### src/rtl/pmc_consts.vh
`ifndef PMC_CONSTS_VH
`define PMC_CONSTS_VH

// register byte offsets
`define PMC_CTRL_OFS 8'h00
`define PMC_PER_LO_OFS 8'h04
`define PMC_PER_HI_OFS 8'h08
`define PMC_STAT_OFS 8'h0c

// control register fields
`define PMC_CTRL_EN 0
`define PMC_CTRL_MARK 1
`define PMC_CTRL_BLANK 2
`define PMC_CTRL_INV 3
`define PMC_CTRL_RESYNC 4
`define PMC_CTRL_SEL_LSB 5
`define PMC_CTRL_W 7
`define PMC_CTRL_RST 7'h00

// input_select codes
`define PMC_SEL_EXT 2'h0
`define PMC_SEL_INT 2'h1
`define PMC_SEL_RAND 2'h2

// status register fields
`define PMC_STAT_SETTLE 0
`define PMC_STAT_GEN 1
`define PMC_STAT_MOD 2
`define PMC_STAT_EXT 3

// axi response codes
`define PMC_RESP_OKAY 2'h0
`define PMC_RESP_SLVERR 2'h2

// timing, in ns unless named otherwise
`define PMC_CLK_NS 50
`define PMC_STEP_NS 5
`define PMC_PER_RST_NS 10000
`define PMC_PER_MIN_ENH_NS 20
`define PMC_PER_MAX_S 100
`define PMC_PER_MIN_RED_NS 5000
`define PMC_PER_GRAN_RED_NS 1000
`define PMC_SETTLE_NS 2000
`define PMC_PER_W 36

`endif

### src/rtl/pulse_mod_ctrl.v
// What this block does
// - With the marker set to synchronization, one pulse marks the setting of the modulation enable; off after reset.
// - With synchronization off, the marker is 1 while the RF output settles and 0 once it is stable.
// - Video polarity normal blanks RF in the pulse pause, inverted blanks it during the pulse; normal after reset.
// - Modulation polarity inversion, normal after reset, acts only on the external modulating signal.
// - The internal generator repeats at a programmable period of 50 ns to 100 s in 5 ns steps, 10 us after reset.
// - In the reduced variant the period has a 5 us minimum and 1 us granularity.
// - The source select routes the external input, the internal generator or random noise pulses to the modulator.
// - Modulation with the selected source is applied only while the enable is set; the enable is clear after reset.
// - With resynchronization on, the external signal is retimed to the reference clock before the modulator.
// - With resynchronization off, the external signal reaches the modulator without being sampled on any clock.
`timescale 1ns/1ps
`include "pmc_consts.vh"
module pulse_mod_ctrl
#(
    parameter ENHANCED = 1,
    parameter ADDR_W = 8
)
(
    input wire i_clk,
    input wire i_sys_rst,
    input wire [ADDR_W-1:0] s_axi_awaddr,
    input wire [2:0] s_axi_awprot,
    input wire s_axi_awvalid,
    output reg s_axi_awready,
    input wire [31:0] s_axi_wdata,
    input wire [3:0] s_axi_wstrb,
    input wire s_axi_wvalid,
    output reg s_axi_wready,
    output reg [1:0] s_axi_bresp,
    output reg s_axi_bvalid,
    input wire s_axi_bready,
    input wire [ADDR_W-1:0] s_axi_araddr,
    input wire [2:0] s_axi_arprot,
    input wire s_axi_arvalid,
    output reg s_axi_arready,
    output reg [31:0] s_axi_rdata,
    output reg [1:0] s_axi_rresp,
    output reg s_axi_rvalid,
    input wire s_axi_rready,
    input wire i_pulse_in,
    output wire o_pulse_mod,
    output wire o_rf_blank,
    output reg o_marker
);
    localparam PW = `PMC_PER_W;
    localparam [63:0] STEPS_RST = `PMC_PER_RST_NS / `PMC_STEP_NS;
    localparam [63:0] STEPS_MIN_ENH = `PMC_PER_MIN_ENH_NS / `PMC_STEP_NS;
    localparam [63:0] STEPS_MAX = (64'd1000000000 * `PMC_PER_MAX_S) / `PMC_STEP_NS;
    localparam [63:0] STEPS_MIN_RED = `PMC_PER_MIN_RED_NS / `PMC_STEP_NS;
    localparam [63:0] STEPS_GRAN_RED = `PMC_PER_GRAN_RED_NS / `PMC_STEP_NS;
    localparam [63:0] STEPS_PER_CLK = `PMC_CLK_NS / `PMC_STEP_NS;
    localparam [63:0] SETTLE_CYC_L = (`PMC_SETTLE_NS + `PMC_CLK_NS - 1) / `PMC_CLK_NS;
    localparam [PW-1:0] PER_RST = STEPS_RST[PW-1:0];
    localparam [PW-1:0] PER_MAX = STEPS_MAX[PW-1:0];
    localparam [PW-1:0] PER_GRAN = STEPS_GRAN_RED[PW-1:0];
    localparam [PW-1:0] INC = STEPS_PER_CLK[PW-1:0];
    localparam [PW-1:0] PER_MIN_RAW = ENHANCED ? STEPS_MIN_ENH[PW-1:0] : STEPS_MIN_RED[PW-1:0];
    // the accumulator can only wrap once per clock
    localparam [PW-1:0] PER_MIN = (PER_MIN_RAW > INC) ? PER_MIN_RAW : INC;
    localparam [7:0] SETTLE_CYC = SETTLE_CYC_L[7:0];

    reg [`PMC_CTRL_W-1:0] ctrl;
    reg [PW-1:0] period;
    reg aw_held;
    reg w_held;
    reg [ADDR_W-1:0] aw_addr;
    reg [31:0] w_data;
    reg [3:0] w_strb;
    reg [PW-1:0] acc;
    reg gen_out;
    reg [7:0] settle_cnt;
    reg en_q;
    reg [PW-1:0] eff_period;
    reg [PW-1:0] next_acc;
    reg [31:0] wmask;
    reg [31:0] rd_word;
    reg rd_ok;
    reg int_mod;

    wire ext_sync;
    wire noise_bit;
    wire mod_en = ctrl[`PMC_CTRL_EN];
    wire [1:0] sel = ctrl[`PMC_CTRL_SEL_LSB+1:`PMC_CTRL_SEL_LSB];
    wire ext_path;
    wire mod_sig;
    wire wr_fire = aw_held & w_held & ~s_axi_bvalid;
    wire [31:0] per_lo_new;
    wire [31:0] per_hi_new;
    wire [31:0] per_hi_word = {{(64-PW){1'b0}}, period[PW-1:32]};

    resync_two_stage u_resync
    (
        .i_clk(i_clk),
        .i_sys_rst(i_sys_rst),
        .i_async(i_pulse_in),
        .o_sync(ext_sync)
    );

    noise_lfsr #(.WIDTH(23), .SEED(23'h000001), .TAPS(23'h420000)) u_noise
    (
        .i_clk(i_clk),
        .i_sys_rst(i_sys_rst),
        .o_bit(noise_bit)
    );

    // byte lane mask from write strobes
    always @*
    begin
        wmask = {{8{w_strb[3]}}, {8{w_strb[2]}}, {8{w_strb[1]}}, {8{w_strb[0]}}};
    end

    assign per_lo_new = (period[31:0] & ~wmask) | (w_data & wmask);
    assign per_hi_new = (per_hi_word & ~wmask) | (w_data & wmask);

    // write channel: address and data taken in any order
    always @(posedge i_clk)
    begin
        if (i_sys_rst)
        begin
            aw_held <= 1'b0;
            w_held <= 1'b0;
            aw_addr <= {ADDR_W{1'b0}};
            w_data <= 32'h00000000;
            w_strb <= 4'h0;
            s_axi_awready <= 1'b0;
            s_axi_wready <= 1'b0;
            s_axi_bvalid <= 1'b0;
            s_axi_bresp <= `PMC_RESP_OKAY;
            ctrl <= `PMC_CTRL_RST;
            period <= PER_RST;
        end
        else
        begin
            s_axi_awready <= ~aw_held & ~s_axi_bvalid & ~(s_axi_awvalid & s_axi_awready);
            s_axi_wready <= ~w_held & ~s_axi_bvalid & ~(s_axi_wvalid & s_axi_wready);
            if (s_axi_awvalid & s_axi_awready)
            begin
                aw_held <= 1'b1;
                aw_addr <= s_axi_awaddr;
            end
            if (s_axi_wvalid & s_axi_wready)
            begin
                w_held <= 1'b1;
                w_data <= s_axi_wdata;
                w_strb <= s_axi_wstrb;
            end
            if (s_axi_bvalid & s_axi_bready)
            begin
                s_axi_bvalid <= 1'b0;
            end
            if (wr_fire)
            begin
                aw_held <= 1'b0;
                w_held <= 1'b0;
                s_axi_awready <= 1'b0;
                s_axi_wready <= 1'b0;
                s_axi_bvalid <= 1'b1;
                s_axi_bresp <= `PMC_RESP_OKAY;
                if (aw_addr == `PMC_CTRL_OFS)
                begin
                    ctrl <= (ctrl & ~wmask[`PMC_CTRL_W-1:0]) | (w_data[`PMC_CTRL_W-1:0] & wmask[`PMC_CTRL_W-1:0]);
                end
                else if (aw_addr == `PMC_PER_LO_OFS)
                begin
                    period[31:0] <= per_lo_new;
                end
                else if (aw_addr == `PMC_PER_HI_OFS)
                begin
                    period[PW-1:32] <= per_hi_new[PW-33:0];
                end
                else if (aw_addr == `PMC_STAT_OFS)
                begin
                    s_axi_bresp <= `PMC_RESP_OKAY;
                end
                else
                begin
                    s_axi_bresp <= `PMC_RESP_SLVERR;
                end
            end
        end
    end

    // read decode
    always @*
    begin
        rd_word = 32'h00000000;
        rd_ok = 1'b1;
        if (s_axi_araddr == `PMC_CTRL_OFS)
        begin
            rd_word[`PMC_CTRL_W-1:0] = ctrl;
        end
        else if (s_axi_araddr == `PMC_PER_LO_OFS)
        begin
            rd_word = period[31:0];
        end
        else if (s_axi_araddr == `PMC_PER_HI_OFS)
        begin
            rd_word = per_hi_word;
        end
        else if (s_axi_araddr == `PMC_STAT_OFS)
        begin
            rd_word[`PMC_STAT_SETTLE] = (settle_cnt != 8'h00);
            rd_word[`PMC_STAT_GEN] = gen_out;
            rd_word[`PMC_STAT_MOD] = mod_sig;
            rd_word[`PMC_STAT_EXT] = ext_sync;
        end
        else
        begin
            rd_ok = 1'b0;
        end
    end

    always @(posedge i_clk)
    begin
        if (i_sys_rst)
        begin
            s_axi_arready <= 1'b0;
            s_axi_rvalid <= 1'b0;
            s_axi_rdata <= 32'h00000000;
            s_axi_rresp <= `PMC_RESP_OKAY;
        end
        else
        begin
            s_axi_arready <= ~s_axi_rvalid & ~(s_axi_arvalid & s_axi_arready);
            if (s_axi_arvalid & s_axi_arready)
            begin
                s_axi_arready <= 1'b0;
                s_axi_rvalid <= 1'b1;
                s_axi_rdata <= rd_word;
                s_axi_rresp <= rd_ok ? `PMC_RESP_OKAY : `PMC_RESP_SLVERR;
            end
            else if (s_axi_rvalid & s_axi_rready)
            begin
                s_axi_rvalid <= 1'b0;
            end
        end
    end

    // effective period in 5 ns steps
    always @*
    begin
        eff_period = period;
        if (ENHANCED == 0)
        begin
            eff_period = (period / PER_GRAN) * PER_GRAN;
        end
        if (eff_period < PER_MIN)
        begin
            eff_period = PER_MIN;
        end
        else if (eff_period > PER_MAX)
        begin
            eff_period = PER_MAX;
        end
    end

    // phase accumulator advancing one clock of steps per cycle
    always @*
    begin
        next_acc = acc + INC;
        if (next_acc >= eff_period)
        begin
            next_acc = next_acc - eff_period;
        end
    end

    // internal generator, high for the first half period
    always @(posedge i_clk)
    begin
        if (i_sys_rst)
        begin
            acc <= {PW{1'b0}};
            gen_out <= 1'b0;
        end
        else if (!mod_en)
        begin
            acc <= {PW{1'b0}};
            gen_out <= 1'b0;
        end
        else
        begin
            acc <= next_acc;
            gen_out <= (next_acc < (eff_period >> 1));
        end
    end

    // source routing for the clocked sources
    always @*
    begin
        case (sel)
            `PMC_SEL_INT: int_mod = gen_out;
            `PMC_SEL_RAND: int_mod = noise_bit;
            `PMC_SEL_EXT: int_mod = ext_sync ^ ctrl[`PMC_CTRL_INV];
            default: int_mod = 1'b0;
        endcase
    end

    // unsampled external path when resync is off
    assign ext_path = (sel == `PMC_SEL_EXT) & ~ctrl[`PMC_CTRL_RESYNC];
    assign mod_sig = ext_path ? (i_pulse_in ^ ctrl[`PMC_CTRL_INV]) : int_mod;
    assign o_pulse_mod = mod_en & mod_sig;
    // blank in pause or in pulse
    assign o_rf_blank = mod_en & (mod_sig ^ ~ctrl[`PMC_CTRL_BLANK]);

    // settling timer restarted by any configuration write
    always @(posedge i_clk)
    begin
        if (i_sys_rst)
        begin
            settle_cnt <= SETTLE_CYC;
            en_q <= 1'b0;
            o_marker <= 1'b1;
        end
        else
        begin
            en_q <= mod_en;
            if (wr_fire && (aw_addr != `PMC_STAT_OFS))
            begin
                settle_cnt <= SETTLE_CYC;
            end
            else if (settle_cnt != 8'h00)
            begin
                settle_cnt <= settle_cnt - 8'h01;
            end
            if (ctrl[`PMC_CTRL_MARK])
            begin
                o_marker <= mod_en & ~en_q;
            end
            else
            begin
                o_marker <= (settle_cnt != 8'h00);
            end
        end
    end
endmodule // pulse_mod_ctrl

### src/rtl/resync_two_stage.v
`timescale 1ns/1ps
module resync_two_stage
(
    input wire i_clk,
    input wire i_sys_rst,
    input wire i_async,
    output reg o_sync
);
    reg stage_one;

    always @(posedge i_clk)
    begin
        if (i_sys_rst)
        begin
            stage_one <= 1'b0;
            o_sync <= 1'b0;
        end
        else
        begin
            stage_one <= i_async;
            o_sync <= stage_one;
        end
    end
endmodule // resync_two_stage

### src/rtl/noise_lfsr.v
`timescale 1ns/1ps
module noise_lfsr
#(
    parameter WIDTH = 23,
    parameter [WIDTH-1:0] SEED = 23'h000001,
    parameter [WIDTH-1:0] TAPS = 23'h420000
)
(
    input wire i_clk,
    input wire i_sys_rst,
    output reg o_bit
);
    reg [WIDTH-1:0] state;

    // galois shift, never reaches all zero
    always @(posedge i_clk)
    begin
        if (i_sys_rst)
        begin
            state <= SEED;
            o_bit <= 1'b0;
        end
        else
        begin
            state <= state[0] ? ((state >> 1) ^ TAPS) : (state >> 1);
            o_bit <= state[0];
        end
    end
endmodule // noise_lfsr

### config.mk
export PLATFORM = sky130hd
export DESIGN_NAME = pulse_mod_ctrl
export DESIGN_NICKNAME = d
export VERILOG_FILES = /design/src/rtl/pulse_mod_ctrl.v /design/src/rtl/resync_two_stage.v /design/src/rtl/noise_lfsr.v
export VERILOG_INCLUDE_DIRS = /design/src /design/src/rtl
export SDC_FILE = /design/constraint.sdc
export NUM_CORES = 1
export LEC_CHECK = 0
export BUFFER_PORTS_ARGS = -buffer_cell sky130_fd_sc_hd__buf_2
export CAP_MARGIN = 20
export CORE_ASPECT_RATIO = 1.5
export CORE_MARGIN = 5
export CORE_UTILIZATION = 50
export DETAILED_ROUTE_END_ITERATION = 8
export HOLD_SLACK_MARGIN = 0.15
export PLACE_DENSITY = 0.69
export SLEW_MARGIN = 20
export SYNTH_ARGS = -nofsm -noshare
export SYNTH_HDL_FRONTEND = slang
export SYNTH_SLANG_ARGS = --single-unit
### constraint.sdc
create_clock -name i_clk -period 15.6 [get_ports i_clk]
set_input_delay 1.56 -clock i_clk [delete_from_list [all_inputs] [get_ports i_clk]]
set_output_delay 1.56 -clock i_clk [all_outputs]
set_load 0.005 [all_outputs]
==> metrics <==
combinational share of power 0.045; power after layout 1070 uW; full die area 25000 um^2; reg-to-reg endpoint gen_out$_SDFF_PP0_; Sequential Area 4020 um^2; Slew headroom 0.391; worst flop-to-flop path startpoint acc[1]$_SDFF_PP0_; Switch Pwr 242 uW; postcts setup bufs 0; syn_area_per_cell 8.31 um^2; vias per cell 5.76; CTS resizes 0; complex-gate fraction of the synthesized area 0.180; I/O pin cnt between 100 and 150; worst-path fanout max between 40 and 50; DRC viols 0; flop-to-flop setup slack 7.95 ns; Detailed Place HPWL 21800 um; sequential fraction of the synthesis area 0.368; most frequent cell on the critical path a21oi_1; #FFs+latches synth approximately 200; WL final 28600 um; Post-synth EDFFs 0; hold buffer count at cts 0; DRT Pass-1 Iters 6; Synth async-reset ratio 0; crit-path max cell delay between 0.6 and 0.7 ns; post-synthesis adder-cell area fraction 0.0843; Synth top area share 0.368; Setup WS post-layout roughly 8 ns; Crit Path Category reg2reg; Fin. Hold Viols 0; DR WL/cell about 17 um; CP required roughly 16 ns; worst skew pair latency ~0.5 ns; Leakage 0.00512 uW; Flop pwr share 0.501; Setup Skew 0.0110 ns; cell-internal power 826 uW; switching part of the total 0.227; RSZ-0062 raised after global routing false; routed via count 9603; Buffers on Ports 101; Max rail drop VDD 0.0955 mV; clk sinks 201; clk buf depth 3; CTS Buf Count 21; Yosys warnings 0; Synth area leader dfxtp_1; measured slew at the worst slew-check pin 0.914 ns; Worst Hold Depth 1; GRT Overall Usage 0.228; synth-to-layout area growth 11.9%; CTS root buffer clkbuf_16; H-tree levels 1; Simple-Gate Fraction of Synth Area 0.243; unique cell type count in the Yosys netlist 77; ys flop type dfxtp_1; worst-case reg-to-reg path depth 25; synth top area cells dfxtp_1 (37%), ha_1 (8.2%), nand2_1 (6.9%), a21oi_1 (6.5%), nor2_1 (4.3%); share of cells above drive strength 1 0.139; initial antenna violation count 0; largest net degree at the start of global routing 85; 1st-iter DRT viols 524; final setup fails 0; Post-synth top cells dfxtp_1 (201), nand2_1 (201), a21oi_1 (141); vias in the first global route approximately 9600; Crit path arrival time 8.01 ns; worst hold endpoint u_noise.state[0]$_SDFF_PP1_; period utilization 0.490; status finished, final reports clean; GRT overflow 0; post-place setup slack 7.75 ns; core area between 20000 and 25000 um^2; Critical Path Start Type flop; Post-Synth XOR/XNOR Area 0.0577; Hold Crit Start u_noise.state[1]$_SDFF_PP0_; fmax 131 MHz; Worst path slowest cell nor3_1; Clock transition at path regs 0.06 ns; Placer Congestion 0.919; Chip Height 191 um; TritonCTS clock tree yes; Placement Rows 66; Initial Utilization 0.505; n_diodes 0; mux contribution to synthesized area 0.0333; main combinational cell family by area after synthesis simple AND/OR/NAND/NOR gates; Max Cap Viol 0; delay-heaviest family, CP simple AND/OR/NAND/NOR gates; WP buf/inv 1; setup_tns 0 ns; Final #Nets 1524; minimum clock period 7.65 ns; Fill cells 2064; Routed Antenna Nets 0; P per Cell Area 87.4 nW/um^2; Synth Cell Area 10900 um^2; Die Wd 131 um; Syn Inst Count about 1300; CP endpoint kind flop; Hold Path Class reg2reg; fin. max-slew vios 0; Multi-input gate area around 6600 um^2; first-pass GRT wire length 46300 um; Clk network pwr share 0.455
[worst reg2reg max path: cells and delay by family, from the launching register on]
family	cells	cell delay [ns]
xor gates and xnor gates	1	0.16
and+or+nand+nor	13	4.24
AOI/OAI and AO/OA	8	1.49
buffers and inverters	1	0.62
DFF	1	0.43
adders and majority gates	2	0.57
[how the worst max path moves through the flow]
stage	start	end	slack (ns)	cells past startpoint
after CTS	flop	gen_out$_SDFF_PP0_	7.75	26
after detailed placement	flop	gen_out$_SDFF_PP0_	7.75	26
after global placement	flop	gen_out$_SDFF_PP0_	7.88	24
after floorplan	flop	gen_out$_SDFF_PP0_	9.42	24
final	acc[1]$_SDFF_PP0_	gen_out$_SDFF_PP0_	7.95	25
after global routing	acc[1]$_SDFF_PP0_	gen_out$_SDFF_PP0_	7.48	25
[kinds of logic after synthesis]
family                   count (synthesis)
AO/OA/AOI/OAI                          298
XOR/XNOR                                72
adder cells (fa/ha/maj)                 73
buffers and inverters                   81
flip-flops                             201
multiplexers                            27
other                                    2
AND/OR/NAND/NOR                        560
[area by class of cell]
cell class	instances	share of cell area
Timing Repair Buffer	108	0.0459
Inverter	19	0.00584
Sequential cell	201	0.329
Clock inverter	7	0.00665
Tap cell	272	0.0278
Multi-Input combinational cell	1034	0.537
Clock buffer	27	0.0473
[stage by stage]
stage | hold slack (ns) | util | cells | area (um^2)
2_1_floorplan | 0.389 | - | 1316 | 10900
3_3_place_gp | 0.396 | 0.534 | 1634 | 11600
3_5_place_dp | 0.397 | 0.534 | 1634 | 11600
4_1_cts | 0.409 | 0.565 | 1668 | 12200
5_1_grt | 0.439 | 0.565 | 1668 | 12200
6_report | 0.409 | 0.565 | 1668 | 12200
[per-layer routing]
metal	up-vias	wire length (um)	GRT usage
met4	0	1250	0.0914
met5	-	0	0
met2	225	15000	0.424
met3	80	1220	0.0308
met1	4513	11200	0.255
li1	4785	-	-
[power by group through the flow]
stage,clock network (uW),registers (uW),logic [uW]
floorplan,0,543,34.3
detailed placement,0,546,48.1
finish,485,535,47.8
global route,516,536,54.7
global placement,0,545,47.5
CTS,496,534,48.3
[cells in the final DEF (no fill, tap or decap), types with 4 or more instances in the layout]
cell,instances
a211oi_1,9
a211oi_2,18
a21o_1,11
a21oi_1,141
a22oi_1,32
a31oi_1,7
and2_1,27
and3_1,11
and4_1,6
buf_2,100
buf_4,8
clkbuf_16,21
conb_1,4
dfxtp_1,201
ha_1,72
inv_1,19
mux2_4,8
mux2i_1,12
mux4_2,4
nand2_1,200
nand2b_1,4
nand3_1,55
nand3b_1,10
nand4_1,18
nor2_1,126
nor2b_1,35
nor3_1,29
nor4_1,12
o21a_1,12
o21ai_0,27
or2_2,5
or4_1,4
xnor2_1,49
xor2_1,23
(Power assumes the default switching activity.)
